<file path="src/pkg/atfc_pkg.sv">
// package: constants, states and phases of the ascii to float converter
// Function
// (RULE1) The converter turns the text read from source words into a 32-bit float written to two destination words.
// (RULE2) Characters are taken high byte first, then low byte, word after word.
// (RULE3) Scanning starts at the first character and stops at the first 00 hex byte.
// (RULE4) A terminator must lie within the first 25 characters, otherwise the error flag is set.
// (RULE5) Only the first 6 digits count; sign, point and exponent do not, and later digits are dropped.
// (RULE6) Spaces are skipped and do not change the value.
// (RULE7) A leading space or plus means positive, a leading minus gives a negative result.
// (RULE8) Decimal or exponent form is recognised from the text alone.
// (RULE9) Exponent form has integer, fraction and exponent parts; decimal form has integer and fraction.
// (RULE10) A non-digit in the integer or fraction digit positions sets the error flag.
// (RULE11) An exponent that does not start with E followed by plus or minus sets the error flag.
// (RULE12) A second exponent field sets the error flag.
// (RULE13) A result that overflows to infinity sets the error flag.
// (RULE14) Empty text sets the error flag, and the flag clears when nothing is wrong.
// (RULE15) The zero flag is set for a zero result and cleared for any other.
// (RULE16) On any error the destination words are left alone and only the error flag is raised.
package atfc_pkg;
  localparam logic [7:0]  CH_TERM    = 8'h00;
  localparam logic [7:0]  CH_SPACE   = 8'h20;
  localparam logic [7:0]  CH_PLUS    = 8'h2b;
  localparam logic [7:0]  CH_MINUS   = 8'h2d;
  localparam logic [7:0]  CH_DOT     = 8'h2e;
  localparam logic [7:0]  CH_EXP     = 8'h45;
  localparam logic [7:0]  CH_DIG_LO  = 8'h30;
  localparam logic [7:0]  CH_DIG_HI  = 8'h39;
  localparam int          MAX_CHARS  = 25;
  localparam int          SIG_DIGITS = 6;
  localparam logic [6:0]  EXP_SAT    = 7'h7f;
  localparam int          DEXP_LIM   = 64;
  localparam logic [9:0]  FLT_BIAS   = 10'h07f;
  localparam logic [9:0]  FLT_EMAX   = 10'h0ff;
  localparam logic [31:0] MUL_TENTH  = 32'hcccccccd;

  typedef enum logic [5:0] {
    ST_IDLE  = 6'h01,
    ST_FETCH = 6'h02,
    ST_CHAR  = 6'h04,
    ST_SCALE = 6'h08,
    ST_WR_LO = 6'h10,
    ST_WR_HI = 6'h20
  } atfc_state_t;

  typedef enum logic [4:0] {
    PH_LEAD  = 5'h01,
    PH_INT   = 5'h02,
    PH_FRAC  = 5'h04,
    PH_ESIGN = 5'h08,
    PH_EDIG  = 5'h10
  } atfc_phase_t;

  typedef enum logic [2:0] {
    SC_IDLE = 3'h1,
    SC_STEP = 3'h2,
    SC_PACK = 3'h4
  } atfc_scst_t;
endpackage

</file>
<file path="src/pkg/atfc_if.sv">
// interface: parser to scaler hand-over of mantissa, decimal exponent and result
`timescale 1ns/1ps
interface atfc_if;
  logic              start;
  logic [19:0]       mant;
  logic signed [7:0] dexp;
  logic              neg;
  logic              done;
  logic [31:0]       result;
  logic              ovf;
  logic              zero;
  modport main  (output start, mant, dexp, neg, input done, result, ovf, zero);
  modport scale (input start, mant, dexp, neg, output done, result, ovf, zero);
endinterface

</file>
<file path="src/rtl/atfc_top.sv">
// ascii text to single precision float converter: fetch, parse, scale, store
`timescale 1ns/1ps
module atfc_top #(
  parameter int ADDR_W     = 4,
  parameter int MAX_CHARS  = atfc_pkg::MAX_CHARS,
  parameter int SIG_DIGITS = atfc_pkg::SIG_DIGITS
) (
  // clock, reset, enable
  input  wire logic              CLK_I,
  input  wire logic              SYS_RST_I,
  input  wire logic              CE_I,
  // operation control
  input  wire logic              START_I,
  output logic                   BUSY_O,
  output logic                   DONE_O,
  // source word reads
  output logic                   SRC_RD_O,
  output logic [ADDR_W-1:0]      SRC_ADDR_O,
  input  wire logic              SRC_VALID_I,
  input  wire logic [15:0]       SRC_DATA_I,
  // destination word writes
  output logic                   DST_WR_O,
  output logic                   DST_SEL_O,
  output logic [15:0]            DST_DATA_O,
  // result flags
  output logic                   ERROR_FLAG_OUT_O,
  output logic                   ZERO_RESULT_FLAG_O
);
  if (MAX_CHARS < 2 || MAX_CHARS > 31 || (2 ** ADDR_W) * 2 < MAX_CHARS)
    $error("atfc_top: MAX_CHARS or ADDR_W out of range");
  if (SIG_DIGITS < 1 || SIG_DIGITS > 6)
    $error("atfc_top: SIG_DIGITS must be 1 to 6");

  function automatic logic is_dig(input logic [7:0] ch);
    return ch >= atfc_pkg::CH_DIG_LO && ch <= atfc_pkg::CH_DIG_HI;
  endfunction

  localparam int DEXP_LIM = atfc_pkg::DEXP_LIM;

  atfc_if sif ();

  atfc_pkg::atfc_state_t st, next_st;
  atfc_pkg::atfc_phase_t ph, next_ph;
  logic [15:0]       word, next_word;
  logic              hi_sel, next_hi_sel;
  logic [4:0]        cnt, next_cnt;
  logic [ADDR_W-1:0] widx, next_widx;
  logic [19:0]       mant, next_mant;
  logic [2:0]        ndig, next_ndig;
  logic [2:0]        fcnt, next_fcnt;
  logic [4:0]        drop, next_drop;
  logic [6:0]        eacc, next_eacc;
  logic              eneg, next_eneg;
  logic              neg, next_neg;
  logic signed [7:0] dexp, next_dexp;
  logic              start, next_start;
  logic [31:0]       res, next_res;
  logic              zpend, next_zpend;
  logic [15:0]       dout, next_dout;
  logic              err_f, next_err_f;
  logic              zero_f, next_zero_f;
  logic              done, next_done;
  logic [7:0]        c;
  logic              fin, bad;
  logic [10:0]       etmp;
  logic signed [9:0] dx;

  assign c = hi_sel ? word[15:8] : word[7:0]; // RULE2

  always_comb begin
    next_st = st; next_ph = ph; next_word = word; next_hi_sel = hi_sel;
    next_cnt = cnt; next_widx = widx; next_mant = mant; next_ndig = ndig;
    next_fcnt = fcnt; next_drop = drop; next_eacc = eacc; next_eneg = eneg;
    next_neg = neg; next_dexp = dexp; next_start = 1'b0; next_res = res;
    next_zpend = zpend; next_dout = dout; next_err_f = err_f;
    next_zero_f = zero_f; next_done = 1'b0;
    fin = 1'b0;
    bad = 1'b0;
    etmp = {4'h0, eacc} * 11'd10 + {7'h0, c[3:0]};
    dx = (eneg ? -$signed({3'h0, eacc}) : $signed({3'h0, eacc}))
         + $signed({5'h0, drop}) - $signed({7'h0, fcnt});
    unique case (st)
      atfc_pkg::ST_IDLE: if (START_I) begin
        next_st = atfc_pkg::ST_FETCH; next_ph = atfc_pkg::PH_LEAD;
        next_cnt = 5'h0; next_widx = '0; next_mant = 20'h0; next_ndig = 3'h0;
        next_fcnt = 3'h0; next_drop = 5'h0; next_eacc = 7'h0;
        next_eneg = 1'b0; next_neg = 1'b0;
      end
      atfc_pkg::ST_FETCH: if (SRC_VALID_I) begin
        next_word   = SRC_DATA_I;
        next_hi_sel = 1'b1; // RULE2
        next_st     = atfc_pkg::ST_CHAR;
      end
      atfc_pkg::ST_CHAR: begin
        if (c == atfc_pkg::CH_TERM) begin
          fin = 1'b1; // RULE3
          // empty text, no digit at all, or a dangling exponent letter
          bad = cnt == 5'h0 || (ndig == 3'h0 && drop == 5'h0) // RULE14
                || ph == atfc_pkg::PH_ESIGN; // RULE11
        end else if (cnt == 5'(MAX_CHARS - 1)) begin
          fin = 1'b1; // RULE4
          bad = 1'b1;
        end else if (c == atfc_pkg::CH_SPACE) begin
          // skipped anywhere; a leading one leaves the sign positive
          next_ph = ph; // RULE6
        end else if (is_dig(c) && (ph == atfc_pkg::PH_LEAD || ph == atfc_pkg::PH_INT
                                   || ph == atfc_pkg::PH_FRAC)) begin
          if (ndig < 3'(SIG_DIGITS)) begin
            next_mant = 20'(mant * 20'd10 + {16'h0, c[3:0]}); // RULE5
            next_ndig = ndig + 3'h1;
            if (ph == atfc_pkg::PH_FRAC) next_fcnt = fcnt + 3'h1; // RULE9
          end else if (ph != atfc_pkg::PH_FRAC) begin
            // dropped integer digits still scale the magnitude
            next_drop = drop + 5'h1; // RULE5
          end
          if (ph == atfc_pkg::PH_LEAD) next_ph = atfc_pkg::PH_INT;
        end else if (ph == atfc_pkg::PH_LEAD
                     && (c == atfc_pkg::CH_PLUS || c == atfc_pkg::CH_MINUS)) begin
          next_neg = c == atfc_pkg::CH_MINUS; // RULE7
          next_ph  = atfc_pkg::PH_INT;
        end else if ((ph == atfc_pkg::PH_LEAD || ph == atfc_pkg::PH_INT)
                     && c == atfc_pkg::CH_DOT) begin
          next_ph = atfc_pkg::PH_FRAC; // RULE9
        end else if ((ph == atfc_pkg::PH_INT || ph == atfc_pkg::PH_FRAC)
                     && c == atfc_pkg::CH_EXP) begin
          next_ph = atfc_pkg::PH_ESIGN; // RULE8
        end else if (ph == atfc_pkg::PH_ESIGN
                     && (c == atfc_pkg::CH_PLUS || c == atfc_pkg::CH_MINUS)) begin
          next_eneg = c == atfc_pkg::CH_MINUS; // RULE11
          next_ph   = atfc_pkg::PH_EDIG;
        end else if (ph == atfc_pkg::PH_EDIG && is_dig(c)) begin
          // saturates; anything that large already over- or underflows
          next_eacc = etmp > {4'h0, atfc_pkg::EXP_SAT} ? atfc_pkg::EXP_SAT : etmp[6:0];
        end else begin
          // stray character, bad exponent start or a second exponent
          fin = 1'b1; // RULE10 RULE11 RULE12
          bad = 1'b1;
        end
        if (!fin) begin
          next_cnt = cnt + 5'h1;
          if (hi_sel) begin
            next_hi_sel = 1'b0;
          end else begin
            next_widx = widx + 1'b1;
            next_st   = atfc_pkg::ST_FETCH;
          end
        end else if (bad) begin
          next_err_f  = 1'b1; // RULE16
          next_zero_f = 1'b0;
          next_done   = 1'b1;
          next_st     = atfc_pkg::ST_IDLE;
        end else begin
          if (dx > 10'(DEXP_LIM))
            next_dexp = 8'(DEXP_LIM);
          else if (dx < -10'(DEXP_LIM))
            next_dexp = -8'(DEXP_LIM);
          else
            next_dexp = dx[7:0];
          next_start = 1'b1;
          next_st    = atfc_pkg::ST_SCALE;
        end
      end
      atfc_pkg::ST_SCALE: if (sif.done) begin
        if (sif.ovf) begin
          next_err_f  = 1'b1; // RULE13
          next_zero_f = 1'b0;
          next_done   = 1'b1;
          next_st     = atfc_pkg::ST_IDLE;
        end else begin
          next_res   = sif.result;
          next_zpend = sif.zero;
          next_dout  = sif.result[15:0]; // RULE1
          next_st    = atfc_pkg::ST_WR_LO;
        end
      end
      atfc_pkg::ST_WR_LO: begin
        next_dout = res[31:16]; // RULE1
        next_st   = atfc_pkg::ST_WR_HI;
      end
      atfc_pkg::ST_WR_HI: begin
        next_err_f  = 1'b0; // RULE14
        next_zero_f = zpend; // RULE15
        next_done   = 1'b1;
        next_st     = atfc_pkg::ST_IDLE;
      end
    endcase
  end

  always_ff @(posedge CLK_I) begin
    if (SYS_RST_I) begin
      st <= atfc_pkg::ST_IDLE; ph <= atfc_pkg::PH_LEAD; word <= 16'h0;
      hi_sel <= 1'b0; cnt <= 5'h0; widx <= '0; mant <= 20'h0; ndig <= 3'h0;
      fcnt <= 3'h0; drop <= 5'h0; eacc <= 7'h0; eneg <= 1'b0; neg <= 1'b0;
      dexp <= 8'sd0; start <= 1'b0; res <= 32'h0; zpend <= 1'b0;
      dout <= 16'h0; err_f <= 1'b0; zero_f <= 1'b0; done <= 1'b0;
    end else if (CE_I) begin
      st <= next_st; ph <= next_ph; word <= next_word; hi_sel <= next_hi_sel;
      cnt <= next_cnt; widx <= next_widx; mant <= next_mant; ndig <= next_ndig;
      fcnt <= next_fcnt; drop <= next_drop; eacc <= next_eacc;
      eneg <= next_eneg; neg <= next_neg; dexp <= next_dexp;
      start <= next_start; res <= next_res; zpend <= next_zpend;
      dout <= next_dout; err_f <= next_err_f; zero_f <= next_zero_f;
      done <= next_done;
    end
  end

  assign sif.start = start;
  assign sif.mant  = mant;
  assign sif.dexp  = dexp;
  assign sif.neg   = neg;

  atfc_scale u_scale (
    .clk_i (CLK_I),
    .rst_i (SYS_RST_I),
    .ce_i  (CE_I),
    .sif   (sif)
  );

  assign BUSY_O             = st != atfc_pkg::ST_IDLE;
  assign DONE_O             = done;
  assign SRC_RD_O           = st == atfc_pkg::ST_FETCH;
  assign SRC_ADDR_O         = widx;
  assign DST_WR_O           = st == atfc_pkg::ST_WR_LO || st == atfc_pkg::ST_WR_HI;
  assign DST_SEL_O          = st == atfc_pkg::ST_WR_HI;
  assign DST_DATA_O         = dout;
  assign ERROR_FLAG_OUT_O   = err_f;
  assign ZERO_RESULT_FLAG_O = zero_f;

  logic in_char;
  assign in_char = st == atfc_pkg::ST_CHAR && CE_I;
endmodule

</file>
<file path="src/rtl/atfc_scale.sv">
// scaler: mantissa times ten to a power, packed as a single precision float
`timescale 1ns/1ps
module atfc_scale (
  // clock and control
  input  wire logic clk_i,
  input  wire logic rst_i,
  input  wire logic ce_i,
  // parser side
  atfc_if.scale     sif
);
  atfc_pkg::atfc_scst_t sc, next_sc;
  logic [31:0]       m, next_m;
  logic signed [9:0] e, next_e;
  logic signed [7:0] k, next_k;
  logic              neg, next_neg;
  logic [31:0]       result, next_result;
  logic              ovf, next_ovf, zero, next_zero, done, next_done;
  logic [35:0]       p10;
  logic [63:0]       p01;
  logic [24:0]       rnd;
  logic signed [9:0] be;
  logic [4:0]        msb;

  // one decade per cycle keeps the multiplier small; truncation costs under one ulp
  always_comb begin
    next_sc = sc; next_m = m; next_e = e; next_k = k; next_neg = neg;
    next_result = result; next_ovf = ovf; next_zero = zero; next_done = 1'b0;
    p10 = {4'h0, m} * 36'd10;
    p01 = {32'h0, m} * {32'h0, atfc_pkg::MUL_TENTH};
    rnd = {1'b0, m[31:8]} + {24'h0, m[7]};
    be  = e + $signed(atfc_pkg::FLT_BIAS) + $signed({9'h0, rnd[24]});
    msb = 5'h0;
    for (int i = 0; i < 20; i++) begin
      if (sif.mant[i]) msb = 5'(i);
    end
    unique case (sc)
      atfc_pkg::SC_IDLE: if (sif.start) begin
        next_neg = sif.neg;
        if (sif.mant == 20'h0) begin
          next_result = 32'h0; next_zero = 1'b1; next_ovf = 1'b0; next_done = 1'b1;
        end else begin
          next_m  = {12'h0, sif.mant} << (5'd31 - msb);
          next_e  = $signed({5'h0, msb});
          next_k  = sif.dexp;
          next_sc = atfc_pkg::SC_STEP;
        end
      end
      atfc_pkg::SC_STEP: begin
        if (k > 8'sd0) begin
          next_m = p10[35] ? p10[35:4] : p10[34:3];
          next_e = e + (p10[35] ? 10'sd4 : 10'sd3);
          next_k = k - 8'sd1;
        end else if (k < 8'sd0) begin
          next_m = p01[63] ? p01[63:32] : {p01[62:32], p01[31]};
          next_e = e - (p01[63] ? 10'sd3 : 10'sd4);
          next_k = k + 8'sd1;
        end else begin
          next_sc = atfc_pkg::SC_PACK;
        end
      end
      atfc_pkg::SC_PACK: begin
        next_done = 1'b1;
        next_sc   = atfc_pkg::SC_IDLE;
        next_ovf  = be >= $signed(atfc_pkg::FLT_EMAX);
        next_zero = be <= 10'sd0;
        if (be >= $signed(atfc_pkg::FLT_EMAX) || be <= 10'sd0)
          next_result = 32'h0; // underflow flushes to zero
        else
          next_result = {neg, be[7:0], rnd[22:0]};
      end
    endcase
  end

  always_ff @(posedge clk_i) begin
    if (rst_i) begin
      sc <= atfc_pkg::SC_IDLE; m <= 32'h0; e <= 10'sd0; k <= 8'sd0; neg <= 1'b0;
      result <= 32'h0; ovf <= 1'b0; zero <= 1'b0; done <= 1'b0;
    end else if (ce_i) begin
      sc <= next_sc; m <= next_m; e <= next_e; k <= next_k; neg <= next_neg;
      result <= next_result; ovf <= next_ovf; zero <= next_zero; done <= next_done;
    end
  end

  assign sif.done   = done;
  assign sif.result = result;
  assign sif.ovf    = ovf;
  assign sif.zero   = zero;
endmodule

</file>
<file path="config.mk">
export PLATFORM = sky130hd
export DESIGN_NAME = atfc_top
export DESIGN_NICKNAME = d
export VERILOG_FILES = /design/src/pkg/atfc_pkg.sv /design/src/pkg/atfc_if.sv /design/src/rtl/atfc_top.sv /design/src/rtl/atfc_scale.sv
export SDC_FILE = /design/constraint.sdc
export NUM_CORES = 2
export LEC_CHECK = 0
export BUFFER_PORTS_ARGS = -buffer_cell sky130_fd_sc_hd__buf_2
export CELL_PAD_IN_SITES_DETAIL_PLACEMENT = 1
export CELL_PAD_IN_SITES_GLOBAL_PLACEMENT = 1
export CORE_MARGIN = 8
export CORE_UTILIZATION = 55
export DETAILED_ROUTE_END_ITERATION = 8
export PLACE_DENSITY = 0.95
export RECOVER_POWER = 25
export SLEW_MARGIN = 40
export SYNTH_ARGS = -nofsm -noshare
export SYNTH_HDL_FRONTEND = slang
export SYNTH_SLANG_ARGS = --single-unit
</file>
<file path="constraint.sdc">
create_clock -name CLK_I -period 19.3 [get_ports CLK_I]
set_input_delay 3.86 -clock CLK_I [delete_from_list [all_inputs] [get_ports CLK_I]]
set_output_delay 3.86 -clock CLK_I [all_outputs]
set_load 0.05 [all_outputs]
</file>
==> out/metrics.csv <==
metric,value,unit
status,"complete, but fails checks",
violations,"max-capacitance violations, max-slew violations",
dieHeight,260.5,microns
synth.most_common_cell,inv_1,
ys_ff_latch,211,
post_cts_buffers,0,
crit_type,reg -> reg,
cts_made_buffers,24,
r2r-start,u_scale.m[5]$_SDFFE_PP0P_,
sw_frac_of_total,25.22,%
drt_first_pass_iters,5,
power_density,27.61,mW/mm^2
wirelength,125000,microns
die-width,260.5,microns
leakage,17.97,nW
synth_cells,3763,
synth-simple-area-share,12.19,%
drive_above_1_share,4.470,%
hold_start,res[23]$_SDFFE_PP0P_,
cp_max_fo,15,
syn_nets,4679,
synth_edf_count,0,
p_int,0.0007142,W
dieArea,0.06784,sq mm
drv_slew,183,
ctsRootBufferMaster,clkbuf_16,
reg2reg_depth,38,
relSlewSlack,-212.9,%
multi_input_area,0.02561,sq mm
area_growth,5.272,%
async_reset_ff_share,0,%
p_switching,0.0002409,W
hold_viol,0,
cts_hold_buf,0,
synth.distinct_cells,94,
period_needed,11210,ps
hold_end,res[23]$_SDFFE_PP0P_,
synth_fa_ha_area_share,43.35,%
final.fill_count,6976,
muxShareOfSynthArea,2.665,%
yosys-top-cells-area,"fa_1 (25%), ha_1 (19%), dfxtp_1 (13%)",
num-nets-final,4661,
synth-compound-area-share,14.34,%
crit_required,19740,ps
routabilityCongestion,1.063,
ys.warnings.count,0,
synth_area,0.03287,sq mm
post-dp-hpwl,98470,microns
power_frac_clock,49.2,%
gr-total-overflow,0,
synthXorXnorAreaFrac,5.196,%
yosys.area.top_type,fa_1,
avgViaCountPerCell,6.447,
core_area,0.05902,sq mm
cts_tree,done,
synth_top_flop_cell,dfxtp_1,
path_delay_family,adder cells,
finalSetupViolCount,0,
h-tree-depth,1,
fin_crit_sh,58.09,%
start_util,55.69,%
synth_seq_area_share,12.85,%
synth_top_family_by_area,adder cells,
r2r-end,u_scale.e[9]$_SDFFE_PP0P_,
postSynthAreaPerCell,8.734,sq um
clk_pin_slew,60,ps
fmax,0.08919,GHz
std_cell_rows,89,
io_buffers,47,
crit_path_end_kind,register,
insertedDiodeCount,0,
r2r_setup_slack,8090,ps
grt_max_degree,105,
synth_common_cells,"inv_1 (694), ha_1 (489), fa_1 (406), nand2_1 (286), nor2_1 (257)",
clk_path_buf_depth,3,
cp_slowest_stage_delay,750,ps
p_total,0.0009551,W
hp-class,reg -> reg,
startpoint_type,register,
grt_pass1_vias,32255,
hold_ws,455.1,ps
antenna_found_initial,2,
crit_buf_inv,7,
boundaryPins,48,
worst_pin_slew,4694,ps
numClockSinks,211,
grt_pass1_wl,190700,microns
max_cap_violations,2,
drc,0,
comb_power_share,4.7,%
cp_slowest_cell,dfxtp_1,
drt_iter0_markers,2646,
worstHoldPathCells,2,
clock_latency,580,ps
synth.top_cell.area_share,24.73,%
wire_per_inst,27.58,microns
skew,39.14,ps
grt_setup_unrepaired,false,
num_vias,29211,
track_usage,36.32,%
cts-resized-gates,0,
postRouteAntennaNets,0,
seq_power_share,46.1,%
crit_arrival,11650,ps
tns,0,ps
seqCellArea,0.004225,sq mm
irDropWorstVdd,0.00006624,V
[worst max path at each step]
| stage | startpoint | to | slack, ps | depth (start not counted) |
|---|---|---|---|---|
| final | u_scale.m[5]$_SDFFE_PP0P_ | u_scale.e[9]$_SDFFE_PP0P_ | 8090 | 38 |
| after global routing | u_scale.m[5]$_SDFFE_PP0P_ | u_scale.e[9]$_SDFFE_PP0P_ | 7600 | 38 |
| after CTS | u_scale.m[5]$_SDFFE_PP0P_ | u_scale.e[9]$_SDFFE_PP0P_ | 8450 | 38 |
| after detailed placement | u_scale.m[5]$_SDFFE_PP0P_ | u_scale.e[9]$_SDFFE_PP0P_ | 8500 | 38 |
| after global placement | u_scale.m[9]$_SDFFE_PP0P_ | u_scale.e[9]$_SDFFE_PP0P_ | 8740 | 38 |
| after floorplan | u_scale.m[7]$_SDFFE_PP0P_ | u_scale.e[9]$_SDFFE_PP0P_ | 10160 | 40 |
[kinds of logic after synthesis]
| logic type | Yosys count |
|---|---|
| compound gates | 710 |
| flops | 211 |
| xor+xnor | 195 |
| simple gates | 860 |
| mux | 85 |
| buf+inv | 807 |
| fa+ha+maj | 895 |
[state kept, by name (all words and copies together) (netlist names), 6 cells and up]
register	cells
u_scale.e	10
DST_DATA_O	16
eacc	7
st	6
u_scale.sif.result	32
mant	20
res	16
word	16
u_scale.k	8
u_scale.m	32
dexp	8
[power groups by stage]
stage / clock (W) / combinational [W] / sequential (W)
global placement: 0 / 0.0000400 / 0.000449
detailed placement: 0 / 0.0000418 / 0.000450
global route: 0.000487 / 0.0000474 / 0.000440
finish: 0.000470 / 0.0000447 / 0.000440
floorplan: 0 / 0.0000303 / 0.000448
CTS: 0.000470 / 0.0000438 / 0.000440
[stage by stage]
step	cells	area [sq um]	util [%]	worst slack (ps)
finish	4531	34600	58.62	8088
global route	4531	34600	58.62	7602
CTS	4530	34590	58.60	8446
detailed placement	4491	33800	57.27	8498
global placement	4490	33750	57.18	8745
floorplan	3763	32870	-	10160
[routing by layer]
| metal | vias up | global-route usage [%] | routed length (microns) |
|---|---|---|---|
| li1 | 12504 | - | - |
| met5 | - | 0 | 25 |
| met3 | 614 | 7.862 | 10170 |
| met2 | 1517 | 60.17 | 58090 |
| met4 | 4 | 22.37 | 9468 |
| met1 | 14572 | 42.80 | 47220 |
[worst register-to-register path: cells and delay by family, from the launching register on]
family / cells / cell delay (ps)
simple gates: 5 / 1550
buf+inv: 7 / 590
flops: 1 / 750
fa+ha+maj: 10 / 4660
compound gates: 15 / 3390
xor+xnor: 1 / 170
[layout make-up]
class | count | share of cell area (%)
timing repair buffer | 67 | 1.154
clock inverter | 7 | 0.2712
sequential | 211 | 12.21
clock buffer | 32 | 1.996
multi-input combinational | 2745 | 74.02
inverter | 696 | 7.551
tap | 773 | 2.795
[placed cells by master, fill, tap and decap left out, types with 24 or more instances in the layout]
cell type  netlist  layout
a211oi_1        36      36
a21o_1          62      62
a21oi_1        222     222
a22oi_1         49      49
buf_2           13      45
clkbuf_16        0      24
dfxtp_1        211     210
fa_1           406     406
ha_1           489     489
inv_1          694     694
mux2i_1         65      64
nand2_1        286     286
nand3_1         53      52
nand4_1         31      31
nor2_1         257     254
nor3_1          59      58
o21ai_0        107     107
xnor2_1        103     103
xor2_1          92      92
(Power assumes the default switching activity.)
